--- config.mk ---
export PLATFORM = sky130hd
export DESIGN_NAME = scu_top
export DESIGN_NICKNAME = d
export VERILOG_FILES = /design/src/hw/scu_pkg.sv /design/src/hw/scu_top.sv /design/src/hw/scu_prescaler.sv
export SDC_FILE = /design/constraint.sdc
export NUM_CORES = 1
export LEC_CHECK = 0
export BUFFER_PORTS_ARGS = -buffer_cell sky130_fd_sc_hd__buf_4
export CAP_MARGIN = 20
export CORE_ASPECT_RATIO = 0.9
export CORE_MARGIN = 4
export CORE_UTILIZATION = 43
export CTS_CLUSTER_DIAMETER = 30
export CTS_CLUSTER_SIZE = 16
export DETAILED_ROUTE_END_ITERATION = 6
export PLACE_DENSITY = 0.66
export SYNTH_ARGS = -nofsm -noshare
export SYNTH_HDL_FRONTEND = slang
export SYNTH_SLANG_ARGS = --single-unit
--- constraint.sdc ---
create_clock -name clk_in -period 5.65 [get_ports clk_in]
set_clock_uncertainty 0.1 [all_clocks]
set_input_delay 0.565 -clock clk_in [delete_from_list [all_inputs] [get_ports clk_in]]
set_output_delay 0.565 -clock clk_in [all_outputs]
set_load 0.005 [all_outputs]
--- src/hw/scu_pkg.sv ---
// Constants, register map and carrier types of the serial unit configuration block.
// Assumes a single 25 MHz peripheral clock and an APB master with 32-bit data.
// Notes on behaviour
// - Two shared operation clocks from prescaler nibbles.
// - Field value k divides clock by two^k.
// - Prescaler takes 16-bit writes and low-byte alias.
// - Prescaler resets to zero; upper byte stays zero.
// - Mode resets 0x0020; bit 5 one, reserved zero.
// - Bit 15 picks shared clock A or B.
// - Transfer clock: divided operation clock or external clock.
// - Operation clock drives edge detector; transfer clock shifts.
// - Channels 1, 3: start by software or receive edge.
// - Transfer begins once start source satisfied after start.
// - Receive inversion selects start edge and, in UART mode only, data polarity.
// - Mode field: 00 clocked, 01 UART, 10 two-wire.
// - Interrupt source 0: interrupt at transfer end.
// - Interrupt source 1: interrupt on buffer-to-shift move.
package scu_pkg;
    localparam int NUM_CH = 4;
    localparam int DIV_W = 7;
    localparam int PRS_FIELD_W = 4;
    localparam int PRS_A_LSB = 0;
    localparam int PRS_B_LSB = 4;
    localparam int ADDR_W = 24;

    // Register indices; the byte address is four times the index.
    localparam logic [21:0] IDX_MODE_CH0 = 22'h0F0110;
    localparam logic [21:0] IDX_MODE_CH1 = 22'h0F0112;
    localparam logic [21:0] IDX_MODE_CH2 = 22'h0F0114;
    localparam logic [21:0] IDX_MODE_CH3 = 22'h0F0116;
    localparam logic [21:0] IDX_PRESCALER = 22'h0F0126;
    localparam logic [21:0] IDX_PRESCALER_LOW = 22'h0F0128;
    localparam logic [21:0] IDX_START = 22'h0F0130;
    localparam logic [21:0] IDX_STOP = 22'h0F0131;
    localparam logic [21:0] IDX_RUNNING = 22'h0F0132;
    localparam logic [21:0] IDX_IRQ_STATUS = 22'h0F0133;
    localparam logic [21:0] IDX_IRQ_MASK = 22'h0F0134;

    localparam logic [15:0] MODE_RESET = 16'h0020;
    localparam logic [15:0] MODE_FORCED_ONE = 16'h0020;
    localparam logic [15:0] MODE_WMASK_TRIG = 16'hC147;
    localparam logic [15:0] MODE_WMASK_PLAIN = 16'hC007;
    localparam logic [15:0] MODE_IRQ_SRC_MASK = 16'h0001;
    localparam logic [7:0] PRESCALER_RESET = 8'h00;
    localparam logic [3:0] IRQ_MASK_RESET = 4'h0;
    localparam logic [3:0] CH_HAS_TRIGGER = 4'hA;

    localparam int MODE_OP_CLK_BIT = 15;
    localparam int MODE_XFER_CLK_BIT = 14;
    localparam int MODE_TRIG_BIT = 8;
    localparam int MODE_INV_BIT = 6;
    localparam int MODE_OPM_LSB = 1;
    localparam int MODE_IRQ_BIT = 0;

    localparam logic [1:0] OPM_CLOCKED = 2'h0;
    localparam logic [1:0] OPM_UART = 2'h1;
    localparam logic [1:0] OPM_TWO_WIRE = 2'h2;

    typedef struct packed {
        logic op_clk_sel;
        logic xfer_clk_sel;
        logic start_trig_sel;
        logic rx_invert;
        logic [1:0] op_mode;
        logic irq_source_sel;
    } scu_chan_cfg_t;

    typedef struct packed {
        logic op_tick;
        logic xfer_tick;
        logic running;
        logic active;
        logic start_pulse;
        logic rx_data;
    } scu_chan_status_t;

    typedef enum logic [2:0] {
        SCU_IDLE = 3'b001,
        SCU_ARMED = 3'b010,
        SCU_RUN = 3'b100
    } scu_chan_state_t;
endpackage

--- src/hw/scu_top.sv ---
// Clock selection, mode registers, start control and interrupts of a four-channel serial unit.
// Assumes an APB master on clk_in; pins are asynchronous, channel events come from logic on clk_in.
//
// Design decision made here: the APB register port.
module scu_top (
    input wire logic clk_in,
    input wire logic nrst_in,
    input wire logic psel_in,
    input wire logic penable_in,
    input wire logic pwrite_in,
    input wire logic [scu_pkg::ADDR_W-1:0] paddr_in,
    input wire logic [31:0] pwdata_in,
    input wire logic [3:0] pstrb_in,
    output logic [31:0] prdata_out,
    output logic pready_out,
    output logic pslverr_out,
    input wire logic [scu_pkg::NUM_CH-1:0][scu_pkg::DIV_W-1:0] divider_field_in,
    input wire logic [scu_pkg::NUM_CH-1:0] serial_clock_pin_in,
    input wire logic [scu_pkg::NUM_CH-1:0] uart_receive_pin_in,
    input wire logic [scu_pkg::NUM_CH-1:0] transfer_end_in,
    input wire logic [scu_pkg::NUM_CH-1:0] buffer_to_shift_in,
    output logic shared_op_clock_a_out,
    output logic shared_op_clock_b_out,
    output scu_pkg::scu_chan_cfg_t [scu_pkg::NUM_CH-1:0] chan_cfg_out,
    output scu_pkg::scu_chan_status_t [scu_pkg::NUM_CH-1:0] chan_status_out,
    output logic [scu_pkg::NUM_CH-1:0] chan_irq_out,
    output logic irq_out
);
    import scu_pkg::*;

    logic [7:0] prescaler_select_reg;
    logic [15:0] channel_mode_reg [NUM_CH];
    logic [NUM_CH-1:0] channel_running_flag;
    logic [NUM_CH-1:0] chan_active;
    logic [NUM_CH-1:0] irq_status;
    logic [NUM_CH-1:0] irq_mask;
    logic [NUM_CH-1:0] irq_event;
    logic [NUM_CH-1:0] next_irq_status;
    logic [NUM_CH-1:0] start_req;
    logic [NUM_CH-1:0] stop_req;
    logic [NUM_CH-1:0] rx_edge;
    logic [NUM_CH-1:0] sck_rise;
    logic [NUM_CH-1:0] op_tick;
    logic [NUM_CH-1:0] xfer_tick;
    logic [NUM_CH-1:0] start_pulse;
    logic [NUM_CH-1:0] rx_data;
    logic [NUM_CH-1:0] rx_prev;
    logic [NUM_CH-1:0] sck_prev;
    logic [2*NUM_CH-1:0] pin_meta;
    logic [2*NUM_CH-1:0] pin_sync;
    logic [NUM_CH-1:0] sck_sync;
    logic [NUM_CH-1:0] rx_sync;
    logic any_running;
    logic access;
    logic wr_en;
    logic [21:0] word_idx;
    logic hit;
    logic [NUM_CH-1:0] hit_mode;
    logic hit_prs;
    logic hit_prs_low;
    logic hit_start;
    logic hit_stop;
    logic hit_running;
    logic hit_status;
    logic hit_mask;
    logic [31:0] next_rdata;
    logic tick_a;
    logic tick_b;

    assign any_running = |channel_running_flag;
    assign access = psel_in & penable_in;
    assign pready_out = 1'b1;
    assign word_idx = paddr_in[ADDR_W-1:2];

    // Address decode of the register file.
    always_comb begin
        hit_mode[0] = (word_idx == IDX_MODE_CH0);
        hit_mode[1] = (word_idx == IDX_MODE_CH1);
        hit_mode[2] = (word_idx == IDX_MODE_CH2);
        hit_mode[3] = (word_idx == IDX_MODE_CH3);
        hit_prs = (word_idx == IDX_PRESCALER);
        hit_prs_low = (word_idx == IDX_PRESCALER_LOW);
        hit_start = (word_idx == IDX_START);
        hit_stop = (word_idx == IDX_STOP);
        hit_running = (word_idx == IDX_RUNNING);
        hit_status = (word_idx == IDX_IRQ_STATUS);
        hit_mask = (word_idx == IDX_IRQ_MASK);
        hit = (|hit_mode) | hit_prs | hit_prs_low | hit_start | hit_stop | hit_running | hit_status | hit_mask;
    end

    assign pslverr_out = access & ~hit;
    assign wr_en = access & pwrite_in & hit;

    // Read data is gathered in the setup cycle and held for the access cycle.
    always_comb begin
        next_rdata = 32'h00000000;
        case (1'b1)
            hit_mode[0]: next_rdata = {16'h0000, channel_mode_reg[0]};
            hit_mode[1]: next_rdata = {16'h0000, channel_mode_reg[1]};
            hit_mode[2]: next_rdata = {16'h0000, channel_mode_reg[2]};
            hit_mode[3]: next_rdata = {16'h0000, channel_mode_reg[3]};
            hit_prs: next_rdata = {24'h000000, prescaler_select_reg};
            hit_prs_low: next_rdata = {24'h000000, prescaler_select_reg};
            hit_running: next_rdata = {28'h0000000, channel_running_flag};
            hit_status: next_rdata = {28'h0000000, irq_status};
            hit_mask: next_rdata = {28'h0000000, irq_mask};
            default: next_rdata = 32'h00000000;
        endcase
    end

    always_ff @(posedge clk_in or negedge nrst_in) begin
        if (!nrst_in) begin
            prdata_out <= 32'h00000000;
        end else if (psel_in && !penable_in) begin
            prdata_out <= next_rdata;
        end
    end

    // Prescaler register: word and low-byte alias, frozen while any channel runs.
    always_ff @(posedge clk_in or negedge nrst_in) begin
        if (!nrst_in) begin
            prescaler_select_reg <= PRESCALER_RESET;
        end else if (wr_en && (hit_prs || hit_prs_low) && pstrb_in[0] && !any_running) begin
            prescaler_select_reg <= pwdata_in[7:0];
        end
    end

    // Start and stop requests are single-cycle writes of ones.
    assign start_req = (wr_en && hit_start && pstrb_in[0]) ? pwdata_in[NUM_CH-1:0] : 4'h0;
    assign stop_req = (wr_en && hit_stop && pstrb_in[0]) ? pwdata_in[NUM_CH-1:0] : 4'h0;

    scu_prescaler u_prs_a (
        .clk_in(clk_in),
        .nrst_in(nrst_in),
        .field_in(prescaler_select_reg[PRS_A_LSB +: PRS_FIELD_W]),
        .tick_out(tick_a)
    );

    scu_prescaler u_prs_b (
        .clk_in(clk_in),
        .nrst_in(nrst_in),
        .field_in(prescaler_select_reg[PRS_B_LSB +: PRS_FIELD_W]),
        .tick_out(tick_b)
    );

    assign shared_op_clock_a_out = tick_a;
    assign shared_op_clock_b_out = tick_b;

    // Two-stage synchronisers for the serial clock and receive pins.
    always_ff @(posedge clk_in or negedge nrst_in) begin
        if (!nrst_in) begin
            pin_meta <= 8'hFF;
            pin_sync <= 8'hFF;
        end else begin
            pin_meta <= {uart_receive_pin_in, serial_clock_pin_in};
            pin_sync <= pin_meta;
        end
    end

    assign sck_sync = pin_sync[NUM_CH-1:0];
    assign rx_sync = pin_sync[2*NUM_CH-1:NUM_CH];

    genvar i;
    generate
        for (i = 0; i < NUM_CH; i = i + 1) begin : g_chan
            scu_chan_state_t state;
            logic [7:0] div_count;
            logic [15:0] wr_merged;
            logic trig_wait;
            logic is_uart;

            always_comb begin
                wr_merged[15:8] = pstrb_in[1] ? pwdata_in[15:8] : channel_mode_reg[i][15:8];
                wr_merged[7:0] = pstrb_in[0] ? pwdata_in[7:0] : channel_mode_reg[i][7:0];
            end

            // Mode register; while the channel runs only the interrupt source follows writes.
            always_ff @(posedge clk_in or negedge nrst_in) begin
                if (!nrst_in) begin
                    channel_mode_reg[i] <= MODE_RESET;
                end else if (wr_en && hit_mode[i]) begin
                    if (channel_running_flag[i]) begin
                        channel_mode_reg[i] <= (channel_mode_reg[i] & ~MODE_IRQ_SRC_MASK) |
                            (wr_merged & MODE_IRQ_SRC_MASK);
                    end else if (CH_HAS_TRIGGER[i]) begin
                        channel_mode_reg[i] <= (wr_merged & MODE_WMASK_TRIG) | MODE_FORCED_ONE;
                    end else begin
                        channel_mode_reg[i] <= (wr_merged & MODE_WMASK_PLAIN) | MODE_FORCED_ONE;
                    end
                end
            end

            assign chan_cfg_out[i].op_clk_sel = channel_mode_reg[i][MODE_OP_CLK_BIT];
            assign chan_cfg_out[i].xfer_clk_sel = channel_mode_reg[i][MODE_XFER_CLK_BIT];
            assign chan_cfg_out[i].start_trig_sel = channel_mode_reg[i][MODE_TRIG_BIT];
            assign chan_cfg_out[i].rx_invert = channel_mode_reg[i][MODE_INV_BIT];
            assign chan_cfg_out[i].op_mode = channel_mode_reg[i][MODE_OPM_LSB +: 2];
            assign chan_cfg_out[i].irq_source_sel = channel_mode_reg[i][MODE_IRQ_BIT];

            assign is_uart = (chan_cfg_out[i].op_mode == OPM_UART);
            assign trig_wait = CH_HAS_TRIGGER[i] & chan_cfg_out[i].start_trig_sel;

            // Channel operation clock taken from one of the shared clocks.
            always_ff @(posedge clk_in or negedge nrst_in) begin
                if (!nrst_in) begin
                    op_tick[i] <= 1'b0;
                end else begin
                    op_tick[i] <= chan_cfg_out[i].op_clk_sel ? tick_b : tick_a;
                end
            end

            // Receive edge detector sampled on the operation clock.
            always_ff @(posedge clk_in or negedge nrst_in) begin
                if (!nrst_in) begin
                    rx_prev[i] <= 1'b1;
                end else if (op_tick[i]) begin
                    rx_prev[i] <= rx_sync[i];
                end
            end

            assign rx_edge[i] = op_tick[i] & (chan_cfg_out[i].rx_invert ? (~rx_prev[i] & rx_sync[i]) :
                (rx_prev[i] & ~rx_sync[i]));

            // Receive data polarity, inverted only in UART mode.
            always_ff @(posedge clk_in or negedge nrst_in) begin
                if (!nrst_in) begin
                    rx_data[i] <= 1'b1;
                end else begin
                    rx_data[i] <= (is_uart && chan_cfg_out[i].rx_invert) ? ~rx_sync[i] : rx_sync[i];
                end
            end

            // Start control: software start, then optional wait for a receive edge.
            always_ff @(posedge clk_in or negedge nrst_in) begin
                if (!nrst_in) begin
                    state <= SCU_IDLE;
                end else begin
                    case (state)
                        SCU_IDLE: begin
                            if (start_req[i]) begin
                                state <= trig_wait ? SCU_ARMED : SCU_RUN;
                            end
                        end
                        SCU_ARMED: begin
                            if (stop_req[i]) begin
                                state <= SCU_IDLE;
                            end else if (rx_edge[i]) begin
                                state <= SCU_RUN;
                            end
                        end
                        SCU_RUN: begin
                            if (stop_req[i]) begin
                                state <= SCU_IDLE;
                            end
                        end
                        default: begin
                            state <= SCU_IDLE;
                        end
                    endcase
                end
            end

            assign channel_running_flag[i] = (state != SCU_IDLE);
            assign chan_active[i] = (state == SCU_RUN);

            always_ff @(posedge clk_in or negedge nrst_in) begin
                if (!nrst_in) begin
                    start_pulse[i] <= 1'b0;
                end else begin
                    start_pulse[i] <= ((state == SCU_IDLE) && start_req[i] && !trig_wait) ||
                        ((state == SCU_ARMED) && !stop_req[i] && rx_edge[i]);
                end
            end

            // External serial clock rising edge.
            always_ff @(posedge clk_in or negedge nrst_in) begin
                if (!nrst_in) begin
                    sck_prev[i] <= 1'b1;
                end else begin
                    sck_prev[i] <= sck_sync[i];
                end
            end

            assign sck_rise[i] = sck_sync[i] & ~sck_prev[i];

            // Internal transfer clock divides the operation clock by twice the divider plus two.
            always_ff @(posedge clk_in or negedge nrst_in) begin
                if (!nrst_in) begin
                    div_count <= 8'h00;
                end else if (!chan_active[i]) begin
                    div_count <= 8'h00;
                end else if (op_tick[i]) begin
                    if (div_count >= {divider_field_in[i], 1'b1}) begin
                        div_count <= 8'h00;
                    end else begin
                        div_count <= div_count + 8'h01;
                    end
                end
            end

            always_ff @(posedge clk_in or negedge nrst_in) begin
                if (!nrst_in) begin
                    xfer_tick[i] <= 1'b0;
                end else if (chan_cfg_out[i].xfer_clk_sel) begin
                    xfer_tick[i] <= chan_active[i] & sck_rise[i];
                end else begin
                    xfer_tick[i] <= chan_active[i] & op_tick[i] &
                        (div_count >= {divider_field_in[i], 1'b1});
                end
            end

            // Interrupt source selection per channel.
            assign irq_event[i] = chan_active[i] & (chan_cfg_out[i].irq_source_sel ?
                buffer_to_shift_in[i] : transfer_end_in[i]);

            always_ff @(posedge clk_in or negedge nrst_in) begin
                if (!nrst_in) begin
                    chan_irq_out[i] <= 1'b0;
                end else begin
                    chan_irq_out[i] <= irq_event[i];
                end
            end

            assign chan_status_out[i].op_tick = op_tick[i];
            assign chan_status_out[i].xfer_tick = xfer_tick[i];
            assign chan_status_out[i].running = channel_running_flag[i];
            assign chan_status_out[i].active = chan_active[i];
            assign chan_status_out[i].start_pulse = start_pulse[i];
            assign chan_status_out[i].rx_data = rx_data[i];
        end
    endgenerate

    // Sticky interrupt status; a new event wins over a write-one clear.
    always_comb begin
        next_irq_status = irq_status;
        if (wr_en && hit_status && pstrb_in[0]) begin
            next_irq_status = next_irq_status & ~pwdata_in[NUM_CH-1:0];
        end
        next_irq_status = next_irq_status | irq_event;
    end

    always_ff @(posedge clk_in or negedge nrst_in) begin
        if (!nrst_in) begin
            irq_status <= 4'h0;
        end else begin
            irq_status <= next_irq_status;
        end
    end

    always_ff @(posedge clk_in or negedge nrst_in) begin
        if (!nrst_in) begin
            irq_mask <= IRQ_MASK_RESET;
        end else if (wr_en && hit_mask && pstrb_in[0]) begin
            irq_mask <= pwdata_in[NUM_CH-1:0];
        end
    end

    assign irq_out = |(irq_status & irq_mask);
endmodule

--- src/hw/scu_prescaler.sv ---
// Power-of-two divider producing a one-cycle tick of the peripheral clock.
// Assumes the field input is held steady while channels are running.
module scu_prescaler (
    input wire logic clk_in,
    input wire logic nrst_in,
    input wire logic [scu_pkg::PRS_FIELD_W-1:0] field_in,
    output logic tick_out
);
    import scu_pkg::*;

    logic [14:0] count;
    logic [14:0] mask;

    // A field of k passes one tick out of every two to the power k.
    always_comb begin
        mask = 15'((16'h0001 << field_in) - 16'h0001);
    end

    always_ff @(posedge clk_in or negedge nrst_in) begin
        if (!nrst_in) begin
            count <= 15'h0000;
        end else begin
            count <= count + 15'h0001;
        end
    end

    always_ff @(posedge clk_in or negedge nrst_in) begin
        if (!nrst_in) begin
            tick_out <= 1'b0;
        end else begin
            tick_out <= ((count & mask) == mask);
        end
    end
endmodule

==> results.toml <==
[timing]
fin_crit_sh_pct = 51.37
tns_ns = 0
worst_slack_ns = 2.748
drv_slew = 0
hold_viol = 0
tightestPinTransition_ns = 0.9895
fmax_ghz = 0.3445
setup_viol = 0
final.min_clock_period_ns = 2.902
relSlewSlack_pct = 33.89
rsz0062_at_grt = "no"

[global_routing]
antenna_found_initial = 0
grt_max_degree = 86
grt_pass1_wl_um = 38070
grt_use_total_pct = 19.83
gr-total-overflow = 0
first_global_vias = 7047

[critical_path]
criticalPathCategory = "reg2reg"
critPathCaptureType = "flip-flop"
r2r-start = "g_chan[3].state[0]$_DFFE_PN1P_"
cp-startpoint = "g_chan[3].state[0]$_DFFE_PN1P_"
worstPathRequired_ns = 5.86
reg2reg_setup_slack_ns = 2.75
crit_chain = "nor3b_1 > inv_2 > nor4_4 > mux2_2"
start_kind = "flip-flop"
max_stage_delay_ns = 0.80
crit_path_top_delay_cell = "nor3b_1"
cp.arrival_ns = 3.11
r2r_cells = 4
worstReg2RegEnd = "prescaler_select_reg[0]$_DFFE_PN0P_"
crit_fanout = 10

[synth]
ys.flop_type = "dfrtp_1"
synth-seq-cells = 171
synth-edff-count = 0
synthesis.area_sq_um = 9231
syn_avg_cell_area_sq_um = 9.831
yosys.area.top_type_share_pct = 37.14
synth_cell_types = 66
synth.largest_area_cell = "dfrtp_1"
synthTopCellsByArea = "dfrtp_1 (37%), dfstp_2 (9.7%), ha_1 (4.9%)"
synth_cells = 939
ys_async_sr_fraction_pct = 100.0
ys_seq_area_share_pct = 46.81
synth.yosys.warnings = 0

[clock_tree]
htreeDepth = 4
numCtsBuffers = 17
cts_max_path_buffers = 2
cts_hold_buf = 0
cts_resized = 0
cts_tree = "done"
clk_pin_slew_ns = 0.07
clkLatencyLatePin_ns = 0.43
cts.sinks = 171
cts-root-buf = "clkbuf_16"
postCtsSetupBuffers = 0

[floorplan]
placementRows = 50
dieArea_sq_um = 23880
die_x_um = 162.4
ioPinCount = 202
start_util_pct = 44.05
die_height_um = 147
core-area_sq_um = 20960

[pwr]
ir_worst_vdd_uv = 195.5
p_leak_nw = 5.292
p_per_area_nw_per_um2 = 282.3

[hold_path]
min_path_type = "in2async"

[outcome]
status = "finished clean"

[placed_design]
post-place-ws_ns = 2.487
gp_congestion = 0.8558
dp_hpwl_um = 17670
dpl-instance-area_sq_um = 10400
io_buffers = 150

[finish]
fin_area_sq_um = 11020
final_common_cell = "buf_4"
synthToLayoutAreaGrowth_pct = 19.36
antenna_cells = 0
fin_util_pct = 52.57
multi_input_area_sq_um = 4283
seqCellArea_sq_um = 4322
fill_cells = 1889
nets = 1210
final_cell_mix = "buf_4 (157), dfrtp_1 (137), nand2_1 (72)"
largest_reg_flops = 32
drive_above_1_share_pct = 25.51
largest_register = "g_chan.div_count"

[routing]
avgRoutedWirePerCell_um = 17.47
drc = 0
ant_nets = 0
viasPerCell = 5.370
vias = 7324
firstDrtPassIters = 6
drtIter0Drc = 533
wirelength_um = 23830

[run]
cap_violations = 0
## cell families after synthesis
| family | Yosys count | share of synthesized area [%] |
|---|---|---|
| AOI/OAI and AO/OA | 194 | 13.64 |
| other | 2 | 0.08135 |
| xor gates and xnor gates | 38 | 3.605 |
| DFF | 171 | 46.81 |
| adders and majority gates | 36 | 4.879 |
| muxes | 49 | 5.855 |
| buffers and inverters | 141 | 7.766 |
| and+or+nand+nor | 308 | 17.36 |
## cells in the mapped netlist, types with 7 or more instances
cell	n
a21o_1	16
a21oi_1	42
a31oi_1	8
and3_1	24
buf_4	50
clkbuf_1	22
dfrtp_1	137
dfstp_2	34
ha_1	36
inv_1	65
mux2_2	40
mux2i_1	9
nand2_1	72
nand2b_1	23
nand3_1	36
nand4_1	17
nor2_1	70
nor2b_1	7
nor3_1	14
nor3b_1	8
o21ai_0	58
o221ai_1	9
xnor2_1	24
xor2_1	14
## metal layers
metal  wire length, um  track usage [%]  vias up
met1             11090            29.04     3579
met4               225            3.805        0
met3              1693            5.021       21
met2             10820            30.10      228
met5                 0                0        -
li1                  -                -     3496
## worst max path at each step
stage,end,slack [ns]
floorplan,prescaler_select_reg[0]$_DFFE_PN0P_,3.01
global placement,prescaler_select_reg[5]$_DFFE_PN0P_,2.50
detailed placement,prescaler_select_reg[5]$_DFFE_PN0P_,2.49
CTS,chan_status_out[21],2.71
global route,g_chan[3].div_count[2]$_DFFE_PN0P_,2.48
finish,prescaler_select_reg[0]$_DFFE_PN0P_,2.75
## worst max-delay path, delay by kind of cell (launching register included)
kind	cells	cell delay (ns)
multiplexers	1	0.41
AND/OR/NAND/NOR	2	1.50
buffers and inverters	1	0.24
flip-flops	1	0.54
## final cells by class
cell class | instances | area share, %
clock inverter | 12 | 1.465
timing repair buffer | 158 | 10.80
sequential | 171 | 39.22
clock buffer | 20 | 4.145
tap | 286 | 3.248
inverter | 66 | 2.248
multi-input combinational | 651 | 38.87
## power by group
group          internal, mW  switching, mW  leakage (nW)  total [mW]
clock network         0.726          0.508         0.299        1.23
logic                 0.223          0.269          2.85       0.492
registers              1.31         0.0718          2.15        1.38
total                  2.26          0.848          5.29        3.11
## stage by stage
step / hold WS [ns] / power (mW) / std cells
after floorplan: 0.1694 / 1.699 / 963
after global placement: 0.2454 / 1.881 / 1332
after detailed placement: 0.2468 / 1.899 / 1332
after CTS: 0.1273 / 3.136 / 1364
after global routing: 0.1260 / 3.266 / 1364
final: 0.07107 / 3.110 / 1364
Power figures use the tool's default switching activity.
